<file path="src/adc_ctrl_pkg.sv">
// Package: register map, field layout and timing of the converter control
package adc_ctrl_pkg;
  // ****************************************************************
  // Register byte offsets
  // ****************************************************************
  localparam logic [7:0] RUN_OFS = 8'h00;
  localparam logic [7:0] CTL1_OFS = 8'h04;
  localparam logic [7:0] AE_LOW_OFS = 8'h08;
  localparam logic [7:0] AE_HIGH_OFS = 8'h0c;
  localparam logic [7:0] RESULT_OFS = 8'h10;
  localparam logic [7:0] XFER_CTL_OFS = 8'h14;
  localparam logic [7:0] XFER_CNT_OFS = 8'h18;
  localparam logic [7:0] START_ADDR_OFS = 8'h1c;
  localparam logic [7:0] STATUS_OFS = 8'h20;
  localparam logic [7:0] MASK_OFS = 8'h24;

  // ****************************************************************
  // Field positions
  // ****************************************************************
  localparam int RUN_ENABLE_BIT = 0;
  localparam int RUN_START_BIT = 1;
  localparam int DIV_LSB = 5;
  localparam int SRC_LSB = 3;
  localparam int MODE_LSB = 1;
  localparam int BUSY_BIT = 0;
  localparam int INCH_LSB = 12;
  localparam int FORMAT_BIT = 9;
  localparam int TWO_BLOCK_BIT = 3;
  localparam int CONT_BIT = 2;
  localparam int BLOCK_ONE_BIT = 1;
  localparam int FETCH_BIT = 0;
  localparam int IFG_BIT = 0;
  localparam int XFER_DONE_BIT = 1;

  // ****************************************************************
  // Reset values and masks
  // ****************************************************************
  localparam logic [15:0] CTL1_RESET = 16'h0000;
  localparam logic [15:0] CTL1_WMASK = 16'hfffe;
  localparam logic [7:0] AE_HIGH_WMASK = 8'hf0;
  localparam logic [7:0] XFER_CTL_WMASK = 8'h0d;
  localparam logic [15:0] START_ADDR_RESET = 16'h0200;
  localparam logic [15:0] START_ADDR_WMASK = 16'hfffe;
  localparam logic [1:0] STATUS_WMASK = 2'h3;

  // ****************************************************************
  // Timing
  // ****************************************************************
  localparam logic [3:0] CONV_TICKS = 4'hd;

  typedef enum logic [1:0] {
    SRC_OSC, SRC_AUX, SRC_MASTER, SRC_SUB
  } clk_src_e;

  typedef enum logic [1:0] {
    MODE_SINGLE, MODE_SEQ, MODE_REPEAT_SINGLE, MODE_REPEAT_SEQ
  } seq_mode_e;
endpackage : adc_ctrl_pkg

</file>
<file path="src/adc_seq_if.sv">
// Interface: configuration and results between control and sequencer
interface adc_seq_if;
  import adc_ctrl_pkg::*;
  clk_src_e src;
  logic [2:0] div;
  seq_mode_e mode;
  logic [3:0] highCh;
  logic enable;
  logic start;
  logic busy;
  logic resultStrobe;
  logic [9:0] result;
  logic [3:0] channel;

  modport ctrl (
    output src, div, mode, highCh, enable, start,
    input busy, resultStrobe, result, channel
  );
  modport seq (
    input src, div, mode, highCh, enable, start,
    output busy, resultStrobe, result, channel
  );
endinterface : adc_seq_if

</file>
<file path="src/converter_sequencer.sv">
// Conversion clock selection, division and channel sequencing
module converter_sequencer
  import adc_ctrl_pkg::*;
(
  input wire logic ref_clk,
  input wire logic rst,
  input wire logic [3:0] srcTicks,
  input wire logic [9:0] analogCode,
  adc_seq_if.seq seqIf
);
  typedef enum logic [1:0] {S_IDLE, S_CONV} seq_state_e;

  seq_state_e state;
  logic [2:0] divCnt;
  logic [3:0] tickCnt;
  logic convTick;
  logic lastTick;

  // source pick
  // Compare with >= so a smaller divider takes hold at the next tick
  assign convTick = srcTicks[seqIf.src] && divCnt >= seqIf.div;
  assign lastTick = convTick && tickCnt == CONV_TICKS - 4'h1;

  always_ff @(posedge ref_clk or posedge rst) begin
    if (rst) begin
      divCnt <= 3'h0;
    end else if (srcTicks[seqIf.src]) begin
      divCnt <= (divCnt >= seqIf.div) ? 3'h0 : 3'(divCnt + 3'h1);
    end
  end

  always_ff @(posedge ref_clk or posedge rst) begin
    if (rst) begin
      state <= S_IDLE;
      tickCnt <= 4'h0;
      seqIf.channel <= 4'h0;
    end else begin
      unique case (state)
        S_IDLE: begin
          if (seqIf.start && seqIf.enable) begin
            state <= S_CONV;
            tickCnt <= 4'h0;
            seqIf.channel <= seqIf.highCh;
          end
        end
        S_CONV: begin
          if (convTick) begin
            tickCnt <= 4'(tickCnt + 4'h1);
          end
          if (lastTick) begin
            tickCnt <= 4'h0;
            unique case (seqIf.mode)
              MODE_SINGLE: state <= S_IDLE;
              MODE_SEQ: begin
                if (seqIf.channel == 4'h0) begin
                  state <= S_IDLE;
                end else begin
                  seqIf.channel <= 4'(seqIf.channel - 4'h1);
                end
              end
              MODE_REPEAT_SINGLE: begin
                // Repeats stop cleanly once software drops enable
                if (!seqIf.enable) begin
                  state <= S_IDLE;
                end
              end
              MODE_REPEAT_SEQ: begin
                if (seqIf.channel != 4'h0) begin
                  seqIf.channel <= 4'(seqIf.channel - 4'h1);
                end else if (seqIf.enable) begin
                  seqIf.channel <= seqIf.highCh;
                end else begin
                  state <= S_IDLE;
                end
              end
            endcase
          end
        end
        default: state <= S_IDLE;
      endcase
    end
  end

  // Result capture at the last conversion tick
  always_ff @(posedge ref_clk or posedge rst) begin
    if (rst) begin
      seqIf.resultStrobe <= 1'b0;
      seqIf.result <= 10'h000;
    end else begin
      seqIf.resultStrobe <= state == S_CONV && lastTick;
      if (state == S_CONV && lastTick) begin
        seqIf.result <= analogCode;
      end
    end
  end

  assign seqIf.busy = state != S_IDLE;
endmodule : converter_sequencer

</file>
<file path="src/adc_control_and_result_transfer.sv">
// Converter control registers, result formatting and result transfer
module adc_control_and_result_transfer
  import adc_ctrl_pkg::*;
(
  input wire logic ref_clk,
  input wire logic rst,
  input wire logic psel,
  input wire logic penable,
  input wire logic pwrite,
  input wire logic [7:0] paddr,
  input wire logic [31:0] pwdata,
  output logic [31:0] prdata,
  output logic pready,
  output logic pslverr,
  input wire logic [3:0] srcTicks,
  input wire logic [9:0] analogCode,
  output logic [3:0] channel,
  output logic [15:0] analogEnable,
  output logic memWrite,
  output logic [15:0] memAddr,
  output logic [15:0] memData,
  output logic irq
);
  // ****************************************************************
  // Registers and wires
  // ****************************************************************
  adc_seq_if seqIf ();

  logic runEnable;
  logic startPulse;
  logic [15:0] convControlOne;
  logic [7:0] analogEnableLow;
  logic [7:0] analogEnableHigh;
  logic [9:0] resultRaw;
  logic twoBlock;
  logic contXfer;
  logic blockOne;
  logic fetchCtl;
  logic [7:0] xferCount;
  logic [15:0] startAddr;
  logic xferArmed;
  logic [8:0] xferIdx;
  logic [1:0] status;
  logic [1:0] mask;
  logic wrAccess;
  logic rdAccess;
  logic mapped;
  logic [31:0] readData;
  logic [15:0] fmtResult;
  logic [15:0] fmtNew;
  logic [8:0] blockEnd;
  logic [8:0] lastIdx;
  logic xferGo;
  logic setIfg;
  logic setDone;

  // ****************************************************************
  // Sequencer hookup
  // ****************************************************************
  assign seqIf.src = clk_src_e'(convControlOne[SRC_LSB +: 2]);
  assign seqIf.div = convControlOne[DIV_LSB +: 3];
  assign seqIf.mode = seq_mode_e'(convControlOne[MODE_LSB +: 2]);
  assign seqIf.highCh = convControlOne[INCH_LSB +: 4];
  assign seqIf.enable = runEnable;
  assign seqIf.start = startPulse;

  converter_sequencer sequencer (
    .ref_clk(ref_clk),
    .rst(rst),
    .srcTicks(srcTicks),
    .analogCode(analogCode),
    .seqIf(seqIf)
  );

  // ****************************************************************
  // Result formatting
  // ****************************************************************
  // Flipping the top bit turns offset binary into two's complement
  function automatic logic [15:0] formatResult(
    input logic [9:0] raw,
    input logic twosComp
  );
    if (twosComp) begin
      return {~raw[9], raw[8:0], 6'h00};
    end
    return {6'h00, raw};
  endfunction : formatResult

  assign fmtResult = formatResult(resultRaw, convControlOne[FORMAT_BIT]);
  assign fmtNew = formatResult(seqIf.result, convControlOne[FORMAT_BIT]);

  // ****************************************************************
  // APB decode
  // ****************************************************************
  // Write lands on the completing edge, when pready is already high
  assign wrAccess = psel && penable && pready && pwrite;
  assign rdAccess = psel && penable && !pready;

  // Read mux; a hole in the map is flagged as an error below
  always_comb begin
    mapped = 1'b1;
    readData = 32'h0000_0000;
    unique case (paddr)
      RUN_OFS: readData = {31'h0, runEnable};
      CTL1_OFS: readData = {16'h0, convControlOne[15:1], seqIf.busy};
      AE_LOW_OFS: readData = {24'h0, analogEnableLow};
      AE_HIGH_OFS: readData = {24'h0, analogEnableHigh};
      RESULT_OFS: readData = {16'h0, fmtResult};
      XFER_CTL_OFS: begin
        readData = {28'h0, twoBlock, contXfer, blockOne, fetchCtl};
      end
      XFER_CNT_OFS: readData = {24'h0, xferCount};
      START_ADDR_OFS: readData = {16'h0, startAddr[15:1], 1'b0};
      STATUS_OFS: readData = {30'h0, status};
      MASK_OFS: readData = {30'h0, mask};
      default: mapped = 1'b0;
    endcase
  end

  // Two-cycle access; unmapped reads zero with an error
  always_ff @(posedge ref_clk or posedge rst) begin
    if (rst) begin
      pready <= 1'b0;
      pslverr <= 1'b0;
      prdata <= 32'h0000_0000;
    end else begin
      pready <= rdAccess;
      pslverr <= rdAccess && !mapped;
      if (rdAccess) begin
        prdata <= pwrite ? 32'h0000_0000 : readData;
      end
    end
  end

  // ****************************************************************
  // Control registers
  // ****************************************************************
  // Writes land on the completing edge; read-only bits are not stored
  always_ff @(posedge ref_clk or posedge rst) begin
    if (rst) begin
      runEnable <= 1'b0;
      startPulse <= 1'b0;
      convControlOne <= CTL1_RESET;
      analogEnableLow <= 8'h00;
      analogEnableHigh <= 8'h00;
      twoBlock <= 1'b0;
      contXfer <= 1'b0;
      fetchCtl <= 1'b0;
      xferCount <= 8'h00;
      mask <= 2'h0;
    end else begin
      startPulse <= wrAccess && paddr == RUN_OFS && pwdata[RUN_START_BIT];
      if (wrAccess) begin
        unique case (paddr)
          RUN_OFS: runEnable <= pwdata[RUN_ENABLE_BIT];
          CTL1_OFS: convControlOne <= pwdata[15:0] & CTL1_WMASK;
          AE_LOW_OFS: analogEnableLow <= pwdata[7:0];
          AE_HIGH_OFS: analogEnableHigh <= pwdata[7:0] & AE_HIGH_WMASK;
          XFER_CTL_OFS: begin
            twoBlock <= pwdata[TWO_BLOCK_BIT];
            contXfer <= pwdata[CONT_BIT];
            fetchCtl <= pwdata[FETCH_BIT];
          end
          XFER_CNT_OFS: xferCount <= pwdata[7:0];
          MASK_OFS: mask <= pwdata[1:0] & STATUS_WMASK;
          default: ;
        endcase
      end
    end
  end

  always_ff @(posedge ref_clk or posedge rst) begin
    if (rst) begin
      analogEnable <= 16'h0000;
      channel <= 4'h0;
    end else begin
      analogEnable <= {analogEnableHigh[7:4], 4'h0, analogEnableLow};
      channel <= seqIf.channel;
    end
  end

  // ****************************************************************
  // Result transfer
  // ****************************************************************
  // Indices count words; block one ends at count minus one
  assign blockEnd = {1'b0, xferCount} - 9'h001;
  assign lastIdx = twoBlock ? 9'({xferCount, 1'b0} - 9'h001) : blockEnd;
  assign xferGo = seqIf.resultStrobe && xferArmed && xferCount != 8'h00;

  // Latest raw result, kept for the result register
  // Software sees the newest result even with the transfer off
  always_ff @(posedge ref_clk or posedge rst) begin
    if (rst) begin
      resultRaw <= 10'h000;
    end else if (seqIf.resultStrobe) begin
      resultRaw <= seqIf.result;
    end
  end

  // A rewrite of the start address restarts at index zero
  // armed only by address write
  always_ff @(posedge ref_clk or posedge rst) begin
    if (rst) begin
      startAddr <= START_ADDR_RESET;
      xferArmed <= 1'b0;
      xferIdx <= 9'h000;
      blockOne <= 1'b0;
    end else if (wrAccess && paddr == START_ADDR_OFS) begin
      startAddr <= pwdata[15:0] & START_ADDR_WMASK;
      xferArmed <= 1'b1;
      xferIdx <= 9'h000;
    end else if (xferGo) begin
      xferIdx <= 9'(xferIdx + 9'h001);
      if (twoBlock && xferIdx == blockEnd) begin
        blockOne <= 1'b1;
      end
      if (xferIdx == lastIdx) begin
        if (twoBlock) begin
          blockOne <= 1'b0;
        end
        xferIdx <= 9'h000;
        if (!contXfer) begin
          xferArmed <= 1'b0;
        end
      end
    end
  end

  // Word-aligned memory writes of formatted results
  // Address steps by two bytes per word from the start address
  always_ff @(posedge ref_clk or posedge rst) begin
    if (rst) begin
      memWrite <= 1'b0;
      memAddr <= 16'h0000;
      memData <= 16'h0000;
    end else begin
      memWrite <= xferGo;
      if (xferGo) begin
        memAddr <= 16'(startAddr + {6'h00, xferIdx, 1'b0});
        memData <= fmtNew;
      end
    end
  end

  // ****************************************************************
  // Status and interrupt
  // ****************************************************************
  // Flag on every result without transfer, else at each block end
  assign setIfg = seqIf.resultStrobe
    && (!(xferArmed && xferCount != 8'h00)
      || xferIdx == lastIdx || (twoBlock && xferIdx == blockEnd));
  assign setDone = xferGo && xferIdx == lastIdx && !contXfer;

  // Set beats a simultaneous write-one clear
  // Later assignments win, so set terms come after the clear
  always_ff @(posedge ref_clk or posedge rst) begin
    if (rst) begin
      status <= 2'h0;
    end else begin
      if (wrAccess && paddr == STATUS_OFS) begin
        status <= status & ~pwdata[1:0];
      end
      if (setIfg) begin
        status[IFG_BIT] <= 1'b1;
      end
      if (setDone) begin
        status[XFER_DONE_BIT] <= 1'b1;
      end
    end
  end

  // Registered so the pin is glitch free; one cycle behind status
  always_ff @(posedge ref_clk or posedge rst) begin
    if (rst) begin
      irq <= 1'b0;
    end else begin
      irq <= |(status & mask);
    end
  end
endmodule : adc_control_and_result_transfer

</file>
<file path="config.mk">
export PLATFORM = sky130hd
export DESIGN_NAME = adc_control_and_result_transfer
export DESIGN_NICKNAME = d
export VERILOG_FILES = /design/src/adc_ctrl_pkg.sv /design/src/adc_seq_if.sv /design/src/converter_sequencer.sv /design/src/adc_control_and_result_transfer.sv
export SDC_FILE = /design/constraint.sdc
export NUM_CORES = 1
export LEC_CHECK = 0
export BUFFER_PORTS_ARGS = -buffer_cell sky130_fd_sc_hd__buf_2
export CAP_MARGIN = 20
export CORE_MARGIN = 5
export CORE_UTILIZATION = 53
export DETAILED_ROUTE_END_ITERATION = 8
export GPL_TIMING_DRIVEN = 1
export PLACE_DENSITY = 0.72
export SLEW_MARGIN = 10
export SYNTH_ARGS = -nofsm -noshare
export SYNTH_HDL_FRONTEND = slang
export SYNTH_HIERARCHICAL = 1
export SYNTH_SLANG_ARGS = --single-unit
</file>
<file path="constraint.sdc">
create_clock -name ref_clk -period 5.6 [get_ports ref_clk]
set_input_delay 0.56 -clock ref_clk [delete_from_list [all_inputs] [get_ports ref_clk]]
set_output_delay 0.56 -clock ref_clk [all_outputs]
set_load 0.01 [all_outputs]
</file>
# Word level (Yosys, flattened, before mapping)
# Cells that the tools add are included.
[op_classes]
add_sub_neg = 7
order_cmp = 2
eq_ne = 25
muxes = 43
bitwise = 6
n_reduce_logical = 52
[op_table]
columns = ["cell", "count"]
rows = [
  ["$pmux W16 S10", 1],
  ["$mux W16", 4],
  ["$mux W9", 4],
  ["$eq A8 B5 Y1 const B", 4],
  ["$mux W32", 1],
  ["$mux W4", 8],
  ["$pmux W4 S2", 3],
  ["$logic_and A1 B1 Y1", 20],
  ["$eq A9 B9 Y1", 2],
  ["$add A16 B10 Y16", 1],
  ["$eq A8 B4 Y1 const B", 2],
  ["$eq A8 B6 Y1 const B", 2],
  ["$reduce_and A2 Y1", 8],
  ["$mux W1", 12],
  ["$mux W2", 6],
  ["$reduce_bool A2 Y1", 6],
  ["$reduce_or A10 Y1", 1],
  ["$add A9 B1 Y9 const B", 1],
  ["$ne A3 B3 Y1 const B", 3],
  ["$sub A8 B1 Y9 const B", 1],
  ["$sub A9 B1 Y9 const B", 1],
  ["$eq A8 B3 Y1 const B", 1],
  ["$logic_not A8 Y1", 1],
  ["$pmux W2 S4", 1],
  ["other kinds (28)", 41],
]
[totals]
regBits = 188
inputBits = 59
output_inout_bits = 88
elab_cells = 167

# Depth between registers and ports, before layout
[logic_depth]
word_depth = 7
ltp_mapped = 12
depth_no_buf = 10

# Cells and area by module
# Netlist, hierarchy kept.
[modules_own_cells]
columns = ["module", "n_inst", "cells_each", "area_each_um2", "seq_area_each_um2"]
rows = [
  ["adc_control_and_result_transfer", 1, 706, 7283.2, 3679.8],
  ["converter_sequencer", 1, 119, 1296.2, 575.6],
]

# Worst setup path after synthesis
# No wires, ideal clock.
[synth_path]
path_kind = "reg2reg"
from = "register xferCount[0]"
to = "register xferIdx[1]"
setup_ps = 147
t_arrival_ps = 2670
required_ps = 5453
slack_ps = 2783
stages_incl_launch_ff = 12
n_path_buf = 3
synth_period_minus_slack_ps = 2817
cell_sequence = "dfrtp_1 -> buf_6 -> inv_1 -> ha_1 -> or4b_1 -> clkbuf_2 -> o21a_1 -> a2111oi_4 -> nand3_2 -> a2111oi_4 -> buf_6 -> o32ai_1"
[synth_between]
elab_chain_len = 6
word_cells_on_any_way = 10
cone_classes = "add/sub (2); eq/ne (1); mux (4); reduce/logical (3)"
[synth_lines]
columns = ["element", "line", "rtl"]
rows = [
  ["start, declared", "adc_control_and_result_transfer.sv:39", "logic [7:0] xferCount;"],
  ["start signal, assigned", "adc_control_and_result_transfer.sv:164", "XFER_CNT_OFS: xferCount <= pwdata[7:0];"],
  ["$sub A9 B1 Y9 or $sub A8 B1 Y9 (tied branches)", "adc_control_and_result_transfer.sv:187, adc_control_and_result_transfer.sv:186", ""],
  ["$mux W9", "adc_control_and_result_transfer.sv:187", "assign lastIdx = twoBlock ? 9'({xferCount, 1'b0} - 9'h001) : blockEnd;"],
  ["$eq A9 B9 Y1", "adc_control_and_result_transfer.sv:217", "if (xferIdx == lastIdx) begin"],
  ["$mux W9", "adc_control_and_result_transfer.sv:217", ""],
  ["$mux W9", "adc_control_and_result_transfer.sv:212", "end else if (xferGo) begin"],
  ["$mux W9", "adc_control_and_result_transfer.sv:208", "end else if (wrAccess && paddr == START_ADDR_OFS) begin"],
  ["end signal, assigned", "adc_control_and_result_transfer.sv:213", "xferIdx <= 9'(xferIdx + 9'h001);"],
  ["end, declared", "adc_control_and_result_transfer.sv:42", "logic [8:0] xferIdx;"],
]
# Parallel ways exist; a longest one is shown, timed or not. The select of a mux whose other input is x is not followed.
# A chain may end at the register's enable or synchronous reset.

# Worst setup path in the final report
[layout_path]
from = "register xferCount[0]"
to = "register xferIdx[8]"
# The elaborated chain is that of the path after synthesis.

==> impl_metrics.yaml <==
final_layout:
  diodes: 0
  final_common_cell: "dfrtp_1"
  mostFrequentLayoutCells: "dfrtp_1 (169), nand2_1 (139), buf_2 (109)"
  design_area_sq_um: 9743
  final_nets: 995
  drive_gt1_frac: 0.2473
  nFillCells: 1325
  syn_to_final_growth_pct: 13.56
drt:
  viasPerCell: 5.676
  drt-pass1-iter-count: 8
  vias: 6505
  wl_per_cell_um: 18.40
  drtIter0Drc: 598
  drtAntennaViolNets: 0
  drc: 0
  totalWireLength_um: 21090
floorplanning:
  coreArea_sq_um: 15890
  die-area_sq_um: 18830
  rows: 46
  io_pins: 147
  die_x_um: 137.2
  die_h_um: 137.2
  start_util: 0.5401
setup_path:
  critical_path.max_stage_delay_ns: 0.59
  crit_path_start_kind: "flop"
  rr_startpoint: "xferCount[0]"
  setup.worst_path.class: "reg2reg"
  r2r_setup_slack_ns: 2.06
  crit_fanout: 56
  cp_cell_sequence: "inv_1 > ha_1 > or4b_1 > o21ai_0 > or2_2 > buf_4 > clkinv_1 > nand4_1 > nor2_1 > xnor2_1 > a211oi_1"
  cp.arrival_ns: 3.87
  cp.required_ns: 5.93
  rr_endpoint: "xferIdx[8]"
  reg2reg_depth: 11
  crit_path_end_kind: "flop"
  slowest_stage: "or4b_1"
synthesis:
  synth_ff_type: "dfrtp_1"
  async_flop_share: 1.000
  synth-seq-area-share: 0.4960
  synth_top_area_cell: "dfrtp_1"
  synth-xor-area-share: 0.03573
  yosys_warnings: 6
  synth_top_family_by_area: "simple AND/OR/NAND/NOR gates"
  netlist.area_leader.share: 0.4929
  synthCells: 825
  synth_fa_ha_area_frac: 0.02858
  ys_seq_elements: 170
  yosys.cell_types.count: 72
  avgSynthCellArea_sq_um: 10.40
  synth_edf_count: 0
  synth_compound_area_frac: 0.1266
  ys_top_cells_by_area: "dfrtp_1 (49%), mux2_2 (7.2%), nand2_1 (6.1%)"
  syn_area_sq_um: 8579
  synthSimpleGateAreaFrac: 0.1541
  synthMuxAreaShare: 0.1034
timing:
  worst_slew_pin_slew_ns: 0.9174
  rsz0062_at_grt: "false"
  finalSetupViolations: 0
  hold_viol: 0
  clock_skew_ns: 0.005307
  slew_headroom: 0.3807
  post-route-period-util: 0.6316
  post-route-min-period_ns: 3.537
  slew_violations: 0
  fmax_ghz: 0.2827
  totalNegativeSetupSlack_ns: 0
clock_network:
  postCtsResizedCells: 0
  clk_latency_ns: 0.42
  cts_setup_buffers: 0
  cts-root-buf: "clkbuf_16"
  clockBufferDepth: 2
  cts_buffers: 17
  holdBufCountCts: 0
  cts_tree: "yes"
  cts.sinks: 170
  clkTransAtPathRegs_ns: 0.06
  h-tree-depth: 4
power_and_ir_drop:
  ir_drop_mv: 0.2325
  powerDensity_nw_per_um2: 256.7
  pwr-share-clk: 0.463
  power_frac_seq: 0.494
  p_leak_uw: 0.004794
  p_switching_uw: 578.0
  p_int_uw: 1923
  p_comb_frac: 0.043
  switching_share: 0.2311
placement:
  port_buffers: 109
  hpwlAfterDp_um: 15030
  gp_congestion: 0.9668
  placed_area_sq_um: 9165
global_routing:
  antenna_found_initial: 0
  grt_pass1_wl_um: 33860
  grt_pass1_vias: 6238
  grt_usage: 0.2334
  gr-total-overflow: 0
  grt_max_degree: 83
flow_run:
  cap_viol_max_count: 0
status:
  status: "complete, no violations"
min_path:
  hold_path_class: "in2async"
layer usage:
| metal | vias to the layer above | share of wire | GRT usage |
|---|---|---|---|
| li1 | 3052 | - | - |
| met1 | 3170 | 0.46 | 0.3415 |
| met2 | 244 | 0.46 | 0.3518 |
| met3 | 39 | 0.067 | 0.04310 |
| met4 | 0 | 0.022 | 0.07982 |
| met5 | - | 0 | 0 |
logic make-up (layout without fill, tap and decap cells):
| group | count (synthesis) | in the layout |
|---|---|---|
| mux | 76 | 76 |
| buf+inv | 93 | 178 |
| xor+xnor | 35 | 35 |
| compound gates | 154 | 154 |
| simple gates | 277 | 277 |
| fa+ha+maj | 19 | 19 |
| flops | 170 | 170 |
| other cells | 1 | 21 |
how the worst max path moves through the flow:
stage / start / end / slack (ns) / depth (start not counted)
after global placement: xferCount[0] / xferIdx[8] / 2.14 / 11
after detailed placement: xferCount[0] / xferIdx[8] / 2.08 / 11
after floorplan: rst / analogEnableHigh[4] / 1.09 / 1
final: xferCount[0] / xferIdx[8] / 2.06 / 11
after CTS: xferCount[0] / xferIdx[8] / 2.06 / 11
after global routing: xferCount[0] / xferIdx[8] / 1.75 / 11
registers in the layout, summed over array words and instances (netlist names), 8 cells and up:
signal,count
convControlOne,15
memAddr,15
analogEnableLow,8
startAddr,15
xferIdx,9
sequencer/seqIf.result,10
analogEnable,12
resultRaw,10
prdata,16
xferCount,8
memData,16
power by group through the flow:
| stage | clock network (uW) | registers [uW] | logic (uW) |
|---|---|---|---|
| finish | 1160 | 1240 | 108 |
| CTS | 1170 | 1240 | 109 |
| floorplan | 0 | 1260 | 79.2 |
| detailed placement | 0 | 1260 | 109 |
| global placement | 0 | 1260 | 108 |
| global route | 1230 | 1230 | 122 |
metrics by stage:
stage                     power [uW]  setup slack (ns)  instances  hold WS (ns)  utilization
after floorplan                 1336             1.090        845        0.3681            -
after CTS                       2513             2.060       1145        0.2990       0.6130
after global routing            2585             1.747       1146        0.3103       0.6133
final                           2501             2.063       1146        0.2361       0.6133
after global placement          1366             2.141       1113        0.3858       0.5770
after detailed placement        1367             2.082       1113        0.3797       0.5770
cells in the mapped netlist (7+ instances only):
cell,instances
nand4_1,8
xnor2_1,24
nand2_1,139
mux2_4,9
nand3b_1,10
nor3_1,13
ha_1,18
and3_1,11
mux2i_1,11
a221oi_1,7
a21oi_1,25
a211oi_1,11
a222oi_1,10
inv_1,29
nor2b_1,9
nand3_1,24
clkbuf_1,30
buf_4,21
o21ai_0,49
nor2_1,33
mux2_2,55
dfrtp_1,169
xor2_1,11
nor3b_1,7
worst max-delay path: cells and delay by family (launching register included):
kind | cells | cell delay, ns
AO/OA/AOI/OAI | 2 | 0.49
XOR/XNOR | 1 | 0.12
flip-flops | 1 | 0.51
AND/OR/NAND/NOR | 4 | 1.11
adder cells (fa/ha/maj) | 1 | 0.23
buffers and inverters | 3 | 0.97
cell type report:
type	instances	area, sq um	area share
Timing Repair Buffer	116	595.6	0.06113
Inverter	30	117.6	0.01207
Clock inverter	13	140.1	0.01438
Tap cell	216	270.3	0.02774
Multi-Input combinational cell	582	3931	0.4035
Clock buffer	19	432.9	0.04443
Sequential cell	170	4255	0.4368
No activity file was read; power rests on OpenSTA's default activity.
